===== config.mk =====
export PLATFORM = sky130hd
export DESIGN_NAME = rtcp_i2c_port
export DESIGN_NICKNAME = d
export VERILOG_FILES = /design/src/rtcp_i2c_port.v
export VERILOG_INCLUDE_DIRS = /design/src
export SDC_FILE = /design/constraint.sdc
export NUM_CORES = 1
export LEC_CHECK = 0
export ABC_CLOCK_PERIOD_IN_PS = 9300
export BUFFER_PORTS_ARGS = -buffer_cell sky130_fd_sc_hd__buf_2
export CAP_MARGIN = 20
export CORE_ASPECT_RATIO = 0.9
export CORE_MARGIN = 4
export CORE_UTILIZATION = 60
export DETAILED_ROUTE_END_ITERATION = 10
export PLACE_DENSITY = 0.87
export SYNTH_ARGS = -nofsm -noshare
export SYNTH_HDL_FRONTEND = slang
export SYNTH_SLANG_ARGS = --single-unit

===== constraint.sdc =====
create_clock -name i_mclk -period 9.3 [get_ports i_mclk]
set_input_delay 0.465 -clock i_mclk [delete_from_list [all_inputs] [get_ports i_mclk]]
set_output_delay 0.465 -clock i_mclk [all_outputs]
set_load 0.05 [all_outputs]

===== src/rtcp_defs.vh =====
`ifndef RTCP_DEFS_VH
`define RTCP_DEFS_VH
`define RTCP_SLAVE_ADDR   7'h68
`define RTCP_ADDR_LAST    5'h12
`define RTCP_ADDR_CTRL    5'h0e
`define RTCP_ADDR_STAT    5'h0f
`define RTCP_ADDR_TEMP_HI 5'h11
`define RTCP_ADDR_TEMP_LO 5'h12
`define RTCP_CTRL_CONV    5
`define RTCP_CTRL_SEL     2
`define RTCP_CTRL_ALARM_TWO_IRQ_ENABLE    1
`define RTCP_CTRL_ALARM_ONE_IRQ_ENABLE    0
`define RTCP_STAT_BUSY    2
`define RTCP_STAT_A2F     1
`define RTCP_STAT_A1F     0
`define RTCP_TEMP_RST     8'h00
`define RTCP_MEM_RST      8'h00
`define RTCP_BACKUP_SECS  4'ha
`define RTCP_FIFO_DEPTH   8
`define RTCP_FIFO_AW      3
`endif


===== src/rtcp_i2c_port.v =====
// Function
// - Temperature is a ten-bit signed code, quarter degree per step.
// - Integer byte at 11h; fraction in 12h bits 7:6, rest zero.
// - Reset loads zero degrees and starts a conversion at once.
// - Convert each second on main power, each ten seconds on backup.
// - Conversion completion refreshes temperature; serial writes to it ignored.
// - Alarm match sets that alarm's flag.
// - Interrupt asserts only when alarm enable and select bit are one.
// - Alarm matches are evaluated only on the once-per-second update.
// - Respond only to address byte D0h write or D1h read.
// - Wrong address: stay silent until the next START.
// - SDA changes while SCL low; device samples on SCL rise.
// - Read bits are driven at the falling edge before their pulse.
// - Receiver drives the ninth bit: zero acknowledges, one refuses.
// - Bytes travel MSB first, eight bits plus acknowledge.
// - Master refuses the last read byte; device then releases SDA.
// - First byte after write address loads the address counter.
// - Write bytes stored at successive locations; a byte that meets the eight-entry queue full is refused.
// - A read starts at the current address counter value.
// - Write address, register, repeated START, read address reads register.
// - Each master acknowledge makes the device send the next byte.
// - Device never holds SCL low.
// - Alarm flags clear only by writing zero; writing one keeps them.
`include "rtcp_defs.vh"
`timescale 1ns/1ps
`default_nettype none

module rtcp_fifo #(
  parameter WIDTH = 13,
  parameter DEPTH = `RTCP_FIFO_DEPTH,
  parameter AW    = `RTCP_FIFO_AW
) (
  // Clock and reset
  input  wire             i_mclk,
  input  wire             i_reset,
  // Fill side
  input  wire             i_in_valid,
  output wire             o_in_ready,
  input  wire [WIDTH-1:0] i_in_data,
  // Drain side
  output wire             o_out_valid,
  input  wire             i_out_ready,
  output wire [WIDTH-1:0] o_out_data
);
  reg [WIDTH-1:0] mem [0:DEPTH-1];
  reg [AW:0]      wp_ff;
  reg [AW:0]      rp_ff;
  wire            push;
  wire            pop;

  assign o_in_ready  = (wp_ff - rp_ff) != DEPTH[AW:0];
  assign o_out_valid = wp_ff != rp_ff;
  assign o_out_data  = mem[rp_ff[AW-1:0]];
  assign push        = i_in_valid & o_in_ready;
  assign pop         = o_out_valid & i_out_ready;

  always @(posedge i_mclk) begin
    if (push) begin
      mem[wp_ff[AW-1:0]] <= i_in_data;
    end
  end

  always @(posedge i_mclk) begin
    if (i_reset) begin
      wp_ff <= {(AW+1){1'b0}};
      rp_ff <= {(AW+1){1'b0}};
    end else begin
      if (push) begin
        wp_ff <= wp_ff + 1'b1;
      end
      if (pop) begin
        rp_ff <= rp_ff + 1'b1;
      end
    end
  end
endmodule

module rtcp_i2c_port (
  // Clock and reset
  input  wire       i_mclk,
  input  wire       i_reset,
  // Serial bus pins
  input  wire       i_scl,
  input  wire       i_sda,
  output wire       o_sda,
  output wire       o_sda_oe,
  // Timebase and alarm inputs
  input  wire       i_second_tick,
  input  wire       i_alarm_one_match,
  input  wire       i_alarm_two_match,
  input  wire       i_wave_1hz,
  input  wire       i_on_backup,
  // Temperature sensor
  output wire       o_temp_start,
  input  wire       i_temp_done,
  input  wire [9:0] i_temp_code,
  // Interrupt or square wave, open drain
  output wire       o_irq_square_wave_out,
  output wire       o_irq_square_wave_oe
);
  localparam ST_IDLE = 3'd0;
  localparam ST_ADDR = 3'd1;
  localparam ST_ACKA = 3'd2;
  localparam ST_WRX  = 3'd3;
  localparam ST_ACKW = 3'd4;
  localparam ST_RD   = 3'd5;
  localparam ST_RACK = 3'd6;
  localparam ST_IGN  = 3'd7;

  reg  [2:0]  scl_sync_ff;
  reg  [2:0]  sda_sync_ff;
  reg  [2:0]  state_ff;
  reg  [3:0]  cnt_ff;
  reg  [7:0]  sh_ff;
  reg  [7:0]  tx_ff;
  reg         oe_ff;
  reg         rw_ff;
  reg         first_ff;
  reg         mack_ff;
  reg  [4:0]  ptr_ff;
  reg  [7:0]  mem [0:18];
  reg  [7:0]  temp_hi_ff;
  reg  [1:0]  temp_lo_ff;
  reg         conv_ff;
  reg         sel_ff;
  reg         alarm_two_irq_enable_ff;
  reg         alarm_one_irq_enable_ff;
  reg         busy_ff;
  reg         alarm_one_flag_ff;
  reg         alarm_two_flag_ff;
  reg         pend_ff;
  reg         start_ff;
  reg  [3:0]  secs_ff;
  reg         push_ff;
  reg  [12:0] push_data_ff;
  reg         acc_ff;
  wire        scl;
  wire        sda;
  wire        scl_rise;
  wire        scl_fall;
  wire        bus_start;
  wire        bus_stop;
  wire        f_ready;
  wire        f_valid;
  wire [12:0] f_data;
  wire        w_stat;
  wire        w_ctrl;
  wire        drain;
  wire [7:0]  rd_byte;
  integer     i;

  // Second flop of each synchroniser onward
  assign scl       = scl_sync_ff[1];
  assign sda       = sda_sync_ff[1];
  assign scl_rise  = scl & ~scl_sync_ff[2];
  assign scl_fall  = ~scl & scl_sync_ff[2];
  assign bus_start = scl & scl_sync_ff[2] & ~sda & sda_sync_ff[2];
  assign bus_stop  = scl & scl_sync_ff[2] & sda & ~sda_sync_ff[2];
  assign o_sda     = 1'b0;
  assign o_sda_oe  = oe_ff;

  function [4:0] next_ptr;
    input [4:0] p;
    begin
      next_ptr = (p >= `RTCP_ADDR_LAST) ? 5'h00 : p + 5'h01;
    end
  endfunction

  function [7:0] reg_read;
    input [4:0] a;
    begin
      case (a)
        `RTCP_ADDR_CTRL: begin
          reg_read = {mem[a][7:6], conv_ff, mem[a][4:3], sel_ff, alarm_two_irq_enable_ff,
                      alarm_one_irq_enable_ff};
        end
        `RTCP_ADDR_STAT: begin
          reg_read = {mem[a][7:3], busy_ff, alarm_two_flag_ff,
                      alarm_one_flag_ff};
        end
        `RTCP_ADDR_TEMP_HI: reg_read = temp_hi_ff;
        `RTCP_ADDR_TEMP_LO: reg_read = {temp_lo_ff, 6'h00};
        default: begin
          reg_read = (a > `RTCP_ADDR_LAST) ? 8'h00 : mem[a];
        end
      endcase
    end
  endfunction

  assign rd_byte = reg_read(ptr_ff);

  always @(posedge i_mclk) begin
    if (i_reset) begin
      scl_sync_ff <= 3'b111;
      sda_sync_ff <= 3'b111;
    end else begin
      scl_sync_ff <= {scl_sync_ff[1:0], i_scl};
      sda_sync_ff <= {sda_sync_ff[1:0], i_sda};
    end
  end

  // Bus protocol engine
  always @(posedge i_mclk) begin
    if (i_reset) begin
      state_ff     <= ST_IDLE;
      cnt_ff       <= 4'h0;
      sh_ff        <= 8'h00;
      tx_ff        <= 8'h00;
      oe_ff        <= 1'b0;
      rw_ff        <= 1'b0;
      first_ff     <= 1'b0;
      mack_ff      <= 1'b0;
      ptr_ff       <= 5'h00;
      push_ff      <= 1'b0;
      push_data_ff <= 13'h0000;
      acc_ff       <= 1'b0;
    end else begin
      push_ff <= 1'b0;
      acc_ff  <= 1'b0;
      // START or STOP abandons any byte
      if (bus_start) begin
        state_ff <= ST_ADDR;
        cnt_ff   <= 4'h0;
        oe_ff    <= 1'b0;
      end else if (bus_stop) begin
        state_ff <= ST_IDLE;
        oe_ff    <= 1'b0;
      end else begin
        case (state_ff)
          ST_ADDR, ST_WRX: begin
            // Sample on SCL rise, MSB first
            if (scl_rise && cnt_ff != 4'h8) begin
              sh_ff  <= {sh_ff[6:0], sda};
              cnt_ff <= cnt_ff + 4'h1;
            end
            if (scl_fall && cnt_ff == 4'h8) begin
              if (state_ff == ST_ADDR) begin
                if (sh_ff[7:1] == `RTCP_SLAVE_ADDR) begin
                  oe_ff    <= 1'b1;
                  rw_ff    <= sh_ff[0];
                  first_ff <= ~sh_ff[0];
                  acc_ff   <= 1'b1;
                  state_ff <= ST_ACKA;
                end else begin
                  state_ff <= ST_IGN;
                end
              end else begin
                state_ff <= ST_ACKW;
                if (first_ff) begin
                  ptr_ff <= sh_ff[4:0];
                  oe_ff  <= 1'b1;
                end else if (f_ready) begin
                  push_ff      <= 1'b1;
                  push_data_ff <= {ptr_ff, sh_ff};
                  ptr_ff       <= next_ptr(ptr_ff);
                  oe_ff        <= 1'b1;
                end
              end
            end
          end
          ST_ACKA: begin
            if (scl_fall) begin
              cnt_ff <= 4'h0;
              if (rw_ff) begin
                tx_ff    <= {rd_byte[6:0], 1'b0};
                oe_ff    <= ~rd_byte[7];
                ptr_ff   <= next_ptr(ptr_ff);
                state_ff <= ST_RD;
              end else begin
                oe_ff    <= 1'b0;
                state_ff <= ST_WRX;
              end
            end
          end
          ST_ACKW: begin
            if (scl_fall) begin
              oe_ff    <= 1'b0;
              first_ff <= 1'b0;
              cnt_ff   <= 4'h0;
              state_ff <= ST_WRX;
            end
          end
          ST_RD: begin
            // Next bit driven on SCL fall
            if (scl_fall) begin
              if (cnt_ff == 4'h7) begin
                oe_ff    <= 1'b0;
                state_ff <= ST_RACK;
              end else begin
                oe_ff  <= ~tx_ff[7];
                tx_ff  <= {tx_ff[6:0], 1'b0};
                cnt_ff <= cnt_ff + 4'h1;
              end
            end
          end
          ST_RACK: begin
            if (scl_rise) begin
              mack_ff <= ~sda;
            end
            if (scl_fall) begin
              cnt_ff <= 4'h0;
              if (mack_ff) begin
                tx_ff    <= {rd_byte[6:0], 1'b0};
                oe_ff    <= ~rd_byte[7];
                ptr_ff   <= next_ptr(ptr_ff);
                state_ff <= ST_RD;
              end else begin
                oe_ff    <= 1'b0;
                state_ff <= ST_IGN;
              end
            end
          end
          default: begin
            oe_ff <= 1'b0;
          end
        endcase
      end
    end
  end

  rtcp_fifo #(
    .WIDTH (13),
    .DEPTH (`RTCP_FIFO_DEPTH),
    .AW    (`RTCP_FIFO_AW)
  ) u_fifo (
    .i_mclk      (i_mclk),
    .i_reset     (i_reset),
    .i_in_valid  (push_ff),
    .o_in_ready  (f_ready),
    .i_in_data   (push_data_ff),
    .o_out_valid (f_valid),
    .i_out_ready (drain),
    .o_out_data  (f_data)
  );

  // Sensor completion owns the register port for that cycle
  assign drain  = ~i_temp_done;
  assign w_ctrl = f_valid & drain & (f_data[12:8] == `RTCP_ADDR_CTRL);
  assign w_stat = f_valid & drain & (f_data[12:8] == `RTCP_ADDR_STAT);

  always @(posedge i_mclk) begin
    if (i_reset) begin
      for (i = 0; i < 19; i = i + 1) begin
        mem[i] <= `RTCP_MEM_RST;
      end
    end else if (f_valid && drain && f_data[12:8] != `RTCP_ADDR_TEMP_HI &&
                 f_data[12:8] != `RTCP_ADDR_TEMP_LO &&
                 f_data[12:8] <= `RTCP_ADDR_LAST) begin
      mem[f_data[12:8]] <= f_data[7:0];
    end
  end

  // Control, status and conversion scheduling
  always @(posedge i_mclk) begin
    if (i_reset) begin
      temp_hi_ff        <= `RTCP_TEMP_RST;
      temp_lo_ff        <= 2'b00;
      pend_ff           <= 1'b1;
      conv_ff           <= 1'b0;
      sel_ff            <= 1'b1;
      alarm_two_irq_enable_ff           <= 1'b0;
      alarm_one_irq_enable_ff           <= 1'b0;
      busy_ff           <= 1'b0;
      start_ff          <= 1'b0;
      secs_ff           <= 4'h0;
      alarm_one_flag_ff <= 1'b0;
      alarm_two_flag_ff <= 1'b0;
    end else begin
      start_ff <= 1'b0;
      if (w_ctrl) begin
        sel_ff  <= f_data[`RTCP_CTRL_SEL];
        alarm_two_irq_enable_ff <= f_data[`RTCP_CTRL_ALARM_TWO_IRQ_ENABLE];
        alarm_one_irq_enable_ff <= f_data[`RTCP_CTRL_ALARM_ONE_IRQ_ENABLE];
      end
      if (i_second_tick) begin
        if (!i_on_backup) begin
          pend_ff <= 1'b1;
          secs_ff <= 4'h0;
        end else if (secs_ff == `RTCP_BACKUP_SECS - 4'h1) begin
          pend_ff <= 1'b1;
          secs_ff <= 4'h0;
        end else begin
          secs_ff <= secs_ff + 4'h1;
        end
      end
      if (acc_ff && i_on_backup) begin
        pend_ff <= 1'b1;
      end
      if (w_ctrl && f_data[`RTCP_CTRL_CONV]) begin
        conv_ff <= 1'b1;
        pend_ff <= 1'b1;
      end
      if (pend_ff && !busy_ff) begin
        start_ff <= 1'b1;
        busy_ff  <= 1'b1;
        pend_ff  <= 1'b0;
      end
      if (i_temp_done && busy_ff) begin
        temp_hi_ff <= i_temp_code[9:2];
        temp_lo_ff <= i_temp_code[1:0];
        busy_ff    <= 1'b0;
        conv_ff    <= 1'b0;
      end
      // Flags clear only by zero; set wins
      if (w_stat && !f_data[`RTCP_STAT_A1F]) begin
        alarm_one_flag_ff <= 1'b0;
      end
      if (w_stat && !f_data[`RTCP_STAT_A2F]) begin
        alarm_two_flag_ff <= 1'b0;
      end
      if (i_second_tick && i_alarm_one_match) begin
        alarm_one_flag_ff <= 1'b1;
      end
      if (i_second_tick && i_alarm_two_match) begin
        alarm_two_flag_ff <= 1'b1;
      end
    end
  end

  assign o_temp_start = start_ff;

  // Gated alarm interrupt or square wave
  assign o_irq_square_wave_out = 1'b0;
  assign o_irq_square_wave_oe  = sel_ff ?
      ((alarm_one_flag_ff & alarm_one_irq_enable_ff) | (alarm_two_flag_ff & alarm_two_irq_enable_ff)) :
      ~i_wave_1hz;
endmodule

`default_nettype wire


Word-level counts from Yosys, hierarchy flattened

Memory sizes are Yosys's and may differ from the RTL's. A register that Yosys moved wholly into a read port is not among the register bits.
Index checks and enable logic that the tools add are counted.

$lt $le $gt $ge: 3
Add/sub/neg operators: 6
Equal/unequal tests: 45
Reduce and logical (&&, ||, !) cells: 46
Muxes and demuxes: 84
Div/mod/pow operators: 0
Bitwise gates (word level): 29
Shift-type cells: 0
$mul: 0

Operator list:

| kind                                                                  | number |
|---|---|
| 8-bit 2-to-1 mux                                                      | 8 |
| 5-bit 2-to-1 mux                                                      | 12 |
| 1-bit 2-to-1 mux                                                      | 39 |
| 7-bit AND reduction                                                   | 5 |
| 3-bit 2-to-1 mux                                                      | 11 |
| 4-bit inequality test, second input constant                          | 8 |
| 8-bit one-hot mux with 4 select lines                                 | 1 |
| 2-bit inequality test, second input constant                          | 13 |
| 4-bit 2-to-1 mux                                                      | 6 |
| 8-bit one-hot mux with 3 select lines                                 | 1 |
| 5-bit by 4-bit equality test with 1-bit output, second input constant | 4 |
| 4-bit by 1-bit adder with 4-bit output, second input constant         | 4 |
| 1-bit NOT                                                             | 15 |
| 3-bit one-hot mux with 5 select lines                                 | 1 |
| 5-bit one-hot mux with 3 select lines                                 | 1 |
| 1-bit logical AND                                                     | 14 |
| 1-bit AND                                                             | 13 |
| 4-bit one-hot mux with 3 select lines                                 | 1 |
| 6-bit AND reduction                                                   | 2 |
| 5-bit equality test, second input constant                            | 2 |
| 5-bit inequality test, second input constant                          | 2 |
| 10-bit AND reduction                                                  | 1 |
| 3-bit equality test, second input constant                            | 3 |
| 9-bit AND reduction                                                   | 1 |
| 33 further kinds                                                      | 45 |

Flip-flop bits (word level): 84
Memories kept: 2
Bits in latches: 0
Bits in read-only memories: 0
Output and inout port bits: 5
Word-level logic and storage cells: 244
RAM bits: 256

Memory list:

| name       | depth | bits a word | rd ports | clocked after memory_dff | write ports | line                | source |
|---|---|---|---|---|---|---|---|
| mem        | 19    | 8           | 1        | 1                        | 19          | rtcp_i2c_port.v:121 | `reg [7:0] mem [0:18];` |
| u_fifo.mem | 8     | 13          | 1        | 1                        | 1           | rtcp_i2c_port.v:45  | `reg [WIDTH-1:0] mem [0:DEPTH-1];` |

Longest topological paths before layout

Depth after elaboration: 10
Gate-level depth with buffers: 10
Depth with buffers taken out: 9

Hierarchy

A second synthesis with hierarchy kept.

Cells, all modules: 1,287
Area, all modules: 18,971.9 µm²

Modules (own cells, without submodules):

| module        | cells each | instances | area each (µm²) |
|---|---|---|---|
| rtcp_i2c_port | 1,060      | 1         | 14,390.1 |
| rtcp_fifo     | 227        | 1         | 4,581.9 |

Worst setup path before layout

OpenSTA, ideal clock, no wires.

Path kind: register to register
Start point: register u_fifo.wp_ff[1]
End point: memory u_fifo.mem[4][0], enable pin
Stages on the path, launching flop included: 8
Path buffers: 1
Path slack: 5.707 ns
Setup time: 0.422 ns
Data required time: 8.878 ns
Arrival time: 3.171 ns
Cells stage by stage: dfxtp_1 ha_1 nor2b_1 o21ai_0 nor3b_1 o31ai_1 clkbuf_1 nor4b_1

Word-level cells in the longest chain between the ends: 5

RTL lines:

| element                                | line               | source |
|---|---|---|
| from (decl)                            | rtcp_i2c_port.v:46 | `reg [AW:0] wp_ff;` |
| from (signal assigned)                 | rtcp_i2c_port.v:65 | `wp_ff <= {(AW+1){1'b0}};` |
| from (signal assigned)                 | rtcp_i2c_port.v:69 | `wp_ff <= wp_ff + 1'b1;` |
| 4-bit subtractor                       | rtcp_i2c_port.v:51 | `assign o_in_ready = (wp_ff - rp_ff) != DEPTH[AW:0];` |
| 4-bit inequality test                  | rtcp_i2c_port.v:51 |  |
| 1-bit AND                              | rtcp_i2c_port.v:54 | `assign push = i_in_valid & o_in_ready;` |
| 1-bit 2-to-1 mux                       | rtcp_i2c_port.v:58 | `if (push) begin` |
| 1-bit 2-to-1 mux (implied by the code) | rtcp_i2c_port.v:59 | `mem[wp_ff[AW-1:0]] <= i_in_data;` |
| to (decl)                              | rtcp_i2c_port.v:45 |  |

Parallel ways exist; a longest one is shown, timed or not.

==> run summary <==
Dpl cells = 1808
TritonCTS clock tree = built
Post-CTS Resized = 0
Synth cell types = 74
Largest net degree at the start of global routing = 68
Syn Inst Count = 1319
Power density over the cells = 191 nW/um^2
CP Capture Type = register
Max-slew headroom = 0.269
Count of buffer and inverter cells on the critical path = 0
PnR Total Power = 4.05 mW
Max-cap violations = 0
Vias per cell = 6.19
First-pass GRT wire length = 66800 um
F_max = 0.274 GHz
Final WL = 43000 um
Initial Util = 0.609
Post-CTS Setup Inserts = 0
Net Switching = 809 uW
Remaining Overflow, GRT = 0
Die width = 195 um
Flops & latches, synth = 451
Antenna Cells = 0
Post-route insts no fill = 1889
Antenna violations before repair = 0
Synth warnings = 0
Wire per inst = 22.7 um
Reg2reg path depth = 6
HP Class = input pin to register
CP required = 9.53 ns
Worst hold slack = 0.0951 ns
Core area = 31000 um^2
Vias = 11700
Outcome = finished, final reports clean
CP max-delay cell = dfxtp_2
RSZ-0062 raised after global routing = no
P_leak = 7.57 nW
Cts bufs inserted = 42
Max incr delay on CP = 0.94 ns
Final Setup Violations = 0
Die area = 34300 um^2
Post-Place Setup Slack = 5.44 ns
Fraction of registers with async set/reset = 0
Fraction of power consumed by sequential logic = 0.549
Post-DP HPWL = 26700 um
CP Data Arrival Time = 3.87 ns
Worst skew pair latency = 0.55 ns
Vias in the first global route = 11800
CTS root buffer = clkbuf_16
CTS Buffer Depth = 3
Final hold viol count = 0
Share of layout cells above drive strength 1 = 0.161
CP Launch Type = register
Crit path max fanout = 26
Max-slew violation count = 0
Worst Skew = 0.0222 ns
Comb pwr share = 0.022
CTS Hold Bufs = 0
Clock sink count = 451
DRC = 0
P&R area growth vs syn = 12.6%
Avg Cell Area, Syn = 14.3 um^2
Internal power = 3.24 mW
Crit-path cells = mux4_2 > or3_1 > a21oi_2 > and3_1 > nor2_2 > nor2_1
Clk pwr share = 0.429
Initial drt markers = 1367
Clock-pin slew on the worst setup and hold paths = 0.06 ns
Post-synth EDFFs = 352
Die Ht = 176 um
Minimum clock period = 3.64 ns
Final WS setup = 5.66 ns
Post-synth top flop = edfxtp_1
Synthesized area = 18900 um^2
H-Tree Depth = 2
Kind of critical path = register to register
CP delay by family, top = simple AND/OR/NAND/NOR gates
DRT Pass-1 Iters = 6
Final period util = 0.392
Cell Rows = 61
Number of I/O pins = 25
Slew @ Worst Pin = 1.09 ns
WP depth = 6
Port Buffers = 22
Hold Path Depth = 2
Routed Antenna Nets = 0
Switching Fraction = 0.200
Setup_tns = 0 ns
VDD IR max = 0.190 mV
Placer Congestion = 0.856
Final #Nets = 1480
Sequential share of the synthesized area = 0.665
GRT Total Usage = 0.251
[power by group through the flow]
| stage | combinational [mW] | sequential (mW) | clock (mW) |
|---|---|---|---|
| floorplan | 0.0591 | 2.26 | 0 |
| global placement | 0.0797 | 2.26 | 0 |
| detailed placement | 0.0825 | 2.26 | 0 |
| CTS | 0.0840 | 2.22 | 1.75 |
| global route | 0.0958 | 2.22 | 1.84 |
| finish | 0.0880 | 2.22 | 1.74 |
[path summary, 6_finish.rpt]
kind	startpoint	slack [ns]	endpoint
worst max-delay path	register	5.66	mem[21][1]
worst min-delay path	i_sda	0.1	sda_sync_ff[0]
worst max register to register	register	5.66	mem[21][1]
worst min register to register	sda_sync_ff[0]	0.42	sda_sync_ff[1]
[sequential cells by signal, summed over array words and instances (netlist names), 4 cells and up, named ones only]
name / flops
cnt_ff: 4
mem: 256
ptr_ff: 5
push_data_ff: 13
secs_ff: 4
sh_ff: 8
temp_hi_ff: 8
tx_ff: 7
u_fifo.mem: 104
u_fifo.rp_ff: 4
u_fifo.wp_ff: 4
[routing by layer]
layer  vias to the layer above  GRT usage  wire length, um
li1                       5119          -                -
met1                      5733      0.332            15700
met2                       683      0.423            21500
met4                         0     0.0931             1620
met5                         -          0                0
met3                       152     0.0467             4160
[final cells by class]
type	instances	area [um^2]
flip-flops and latches	451	12600
inverters	23	86.3
repair buffers	54	353
clock buffers	55	1180
clock inverters	22	216
multi-input cells	875	6330
well taps	409	512
fillers	1988	9750
[cells in the final DEF, fill, tap and decap left out, types with 5 or more instances in the layout]
cell	instances
and2_1	12
dfxtp_1	95
o31ai_1	10
nand3_1	20
inv_1	23
nor3b_1	6
nand4_1	5
nand3b_1	7
buf_2	23
buf_4	29
conb_1	106
nand2_2	5
edfxtp_1	352
or3_1	11
o211ai_1	5
clkinv_1	7
or2_2	7
clkbuf_8	6
xnor2_1	5
nand2_1	88
clkinv_2	6
a211oi_1	9
ha_1	13
or4_1	5
nor2_1	217
o21ai_0	26
a21oi_1	48
nor2b_1	18
mux2i_1	49
and3_1	6
mux4_2	91
clkbuf_1	6
nand2b_1	15
clkbuf_16	43
a2111oi_0	5
nor3_1	9
[Yosys cell counts (all sizes together), types with 13 or more instances]
cell      n  share of area
a21oi    49          0.013
and2     13         0.0043
buf      34         0.0092
clkbuf   41         0.0082
dfxtp    99           0.11
edfxtp  352           0.56
ha       13         0.0086
inv      23         0.0046
mux2i    50          0.027
mux4     91           0.11
nand2    93          0.019
nand2b   15         0.0050
nand3    20         0.0053
nor2    218          0.044
nor2b    18         0.0060
nor3     13         0.0037
o21ai    28         0.0074
[kinds of logic after synthesis]
| kind of cell | count (synthesis) | synth area share |
|---|---|---|
| buf+inv | 98 | 0.0219 |
| xor+xnor | 9 | 0.00418 |
| simple gates | 458 | 0.113 |
| mux | 142 | 0.136 |
| other cells | 1 | 0.000199 |
| compound gates | 147 | 0.0509 |
| fa+ha+maj | 13 | 0.00862 |
| flops | 451 | 0.665 |
[per-stage QoR]
step                      cell area [um^2]   util
final                                21200  0.685
after global routing                 21200  0.685
after CTS                            21200  0.685
after detailed placement             19800  0.639
after global placement               19800  0.639
after floorplan                      19300      -
Note: power is estimated with default switching activity, not from simulation.
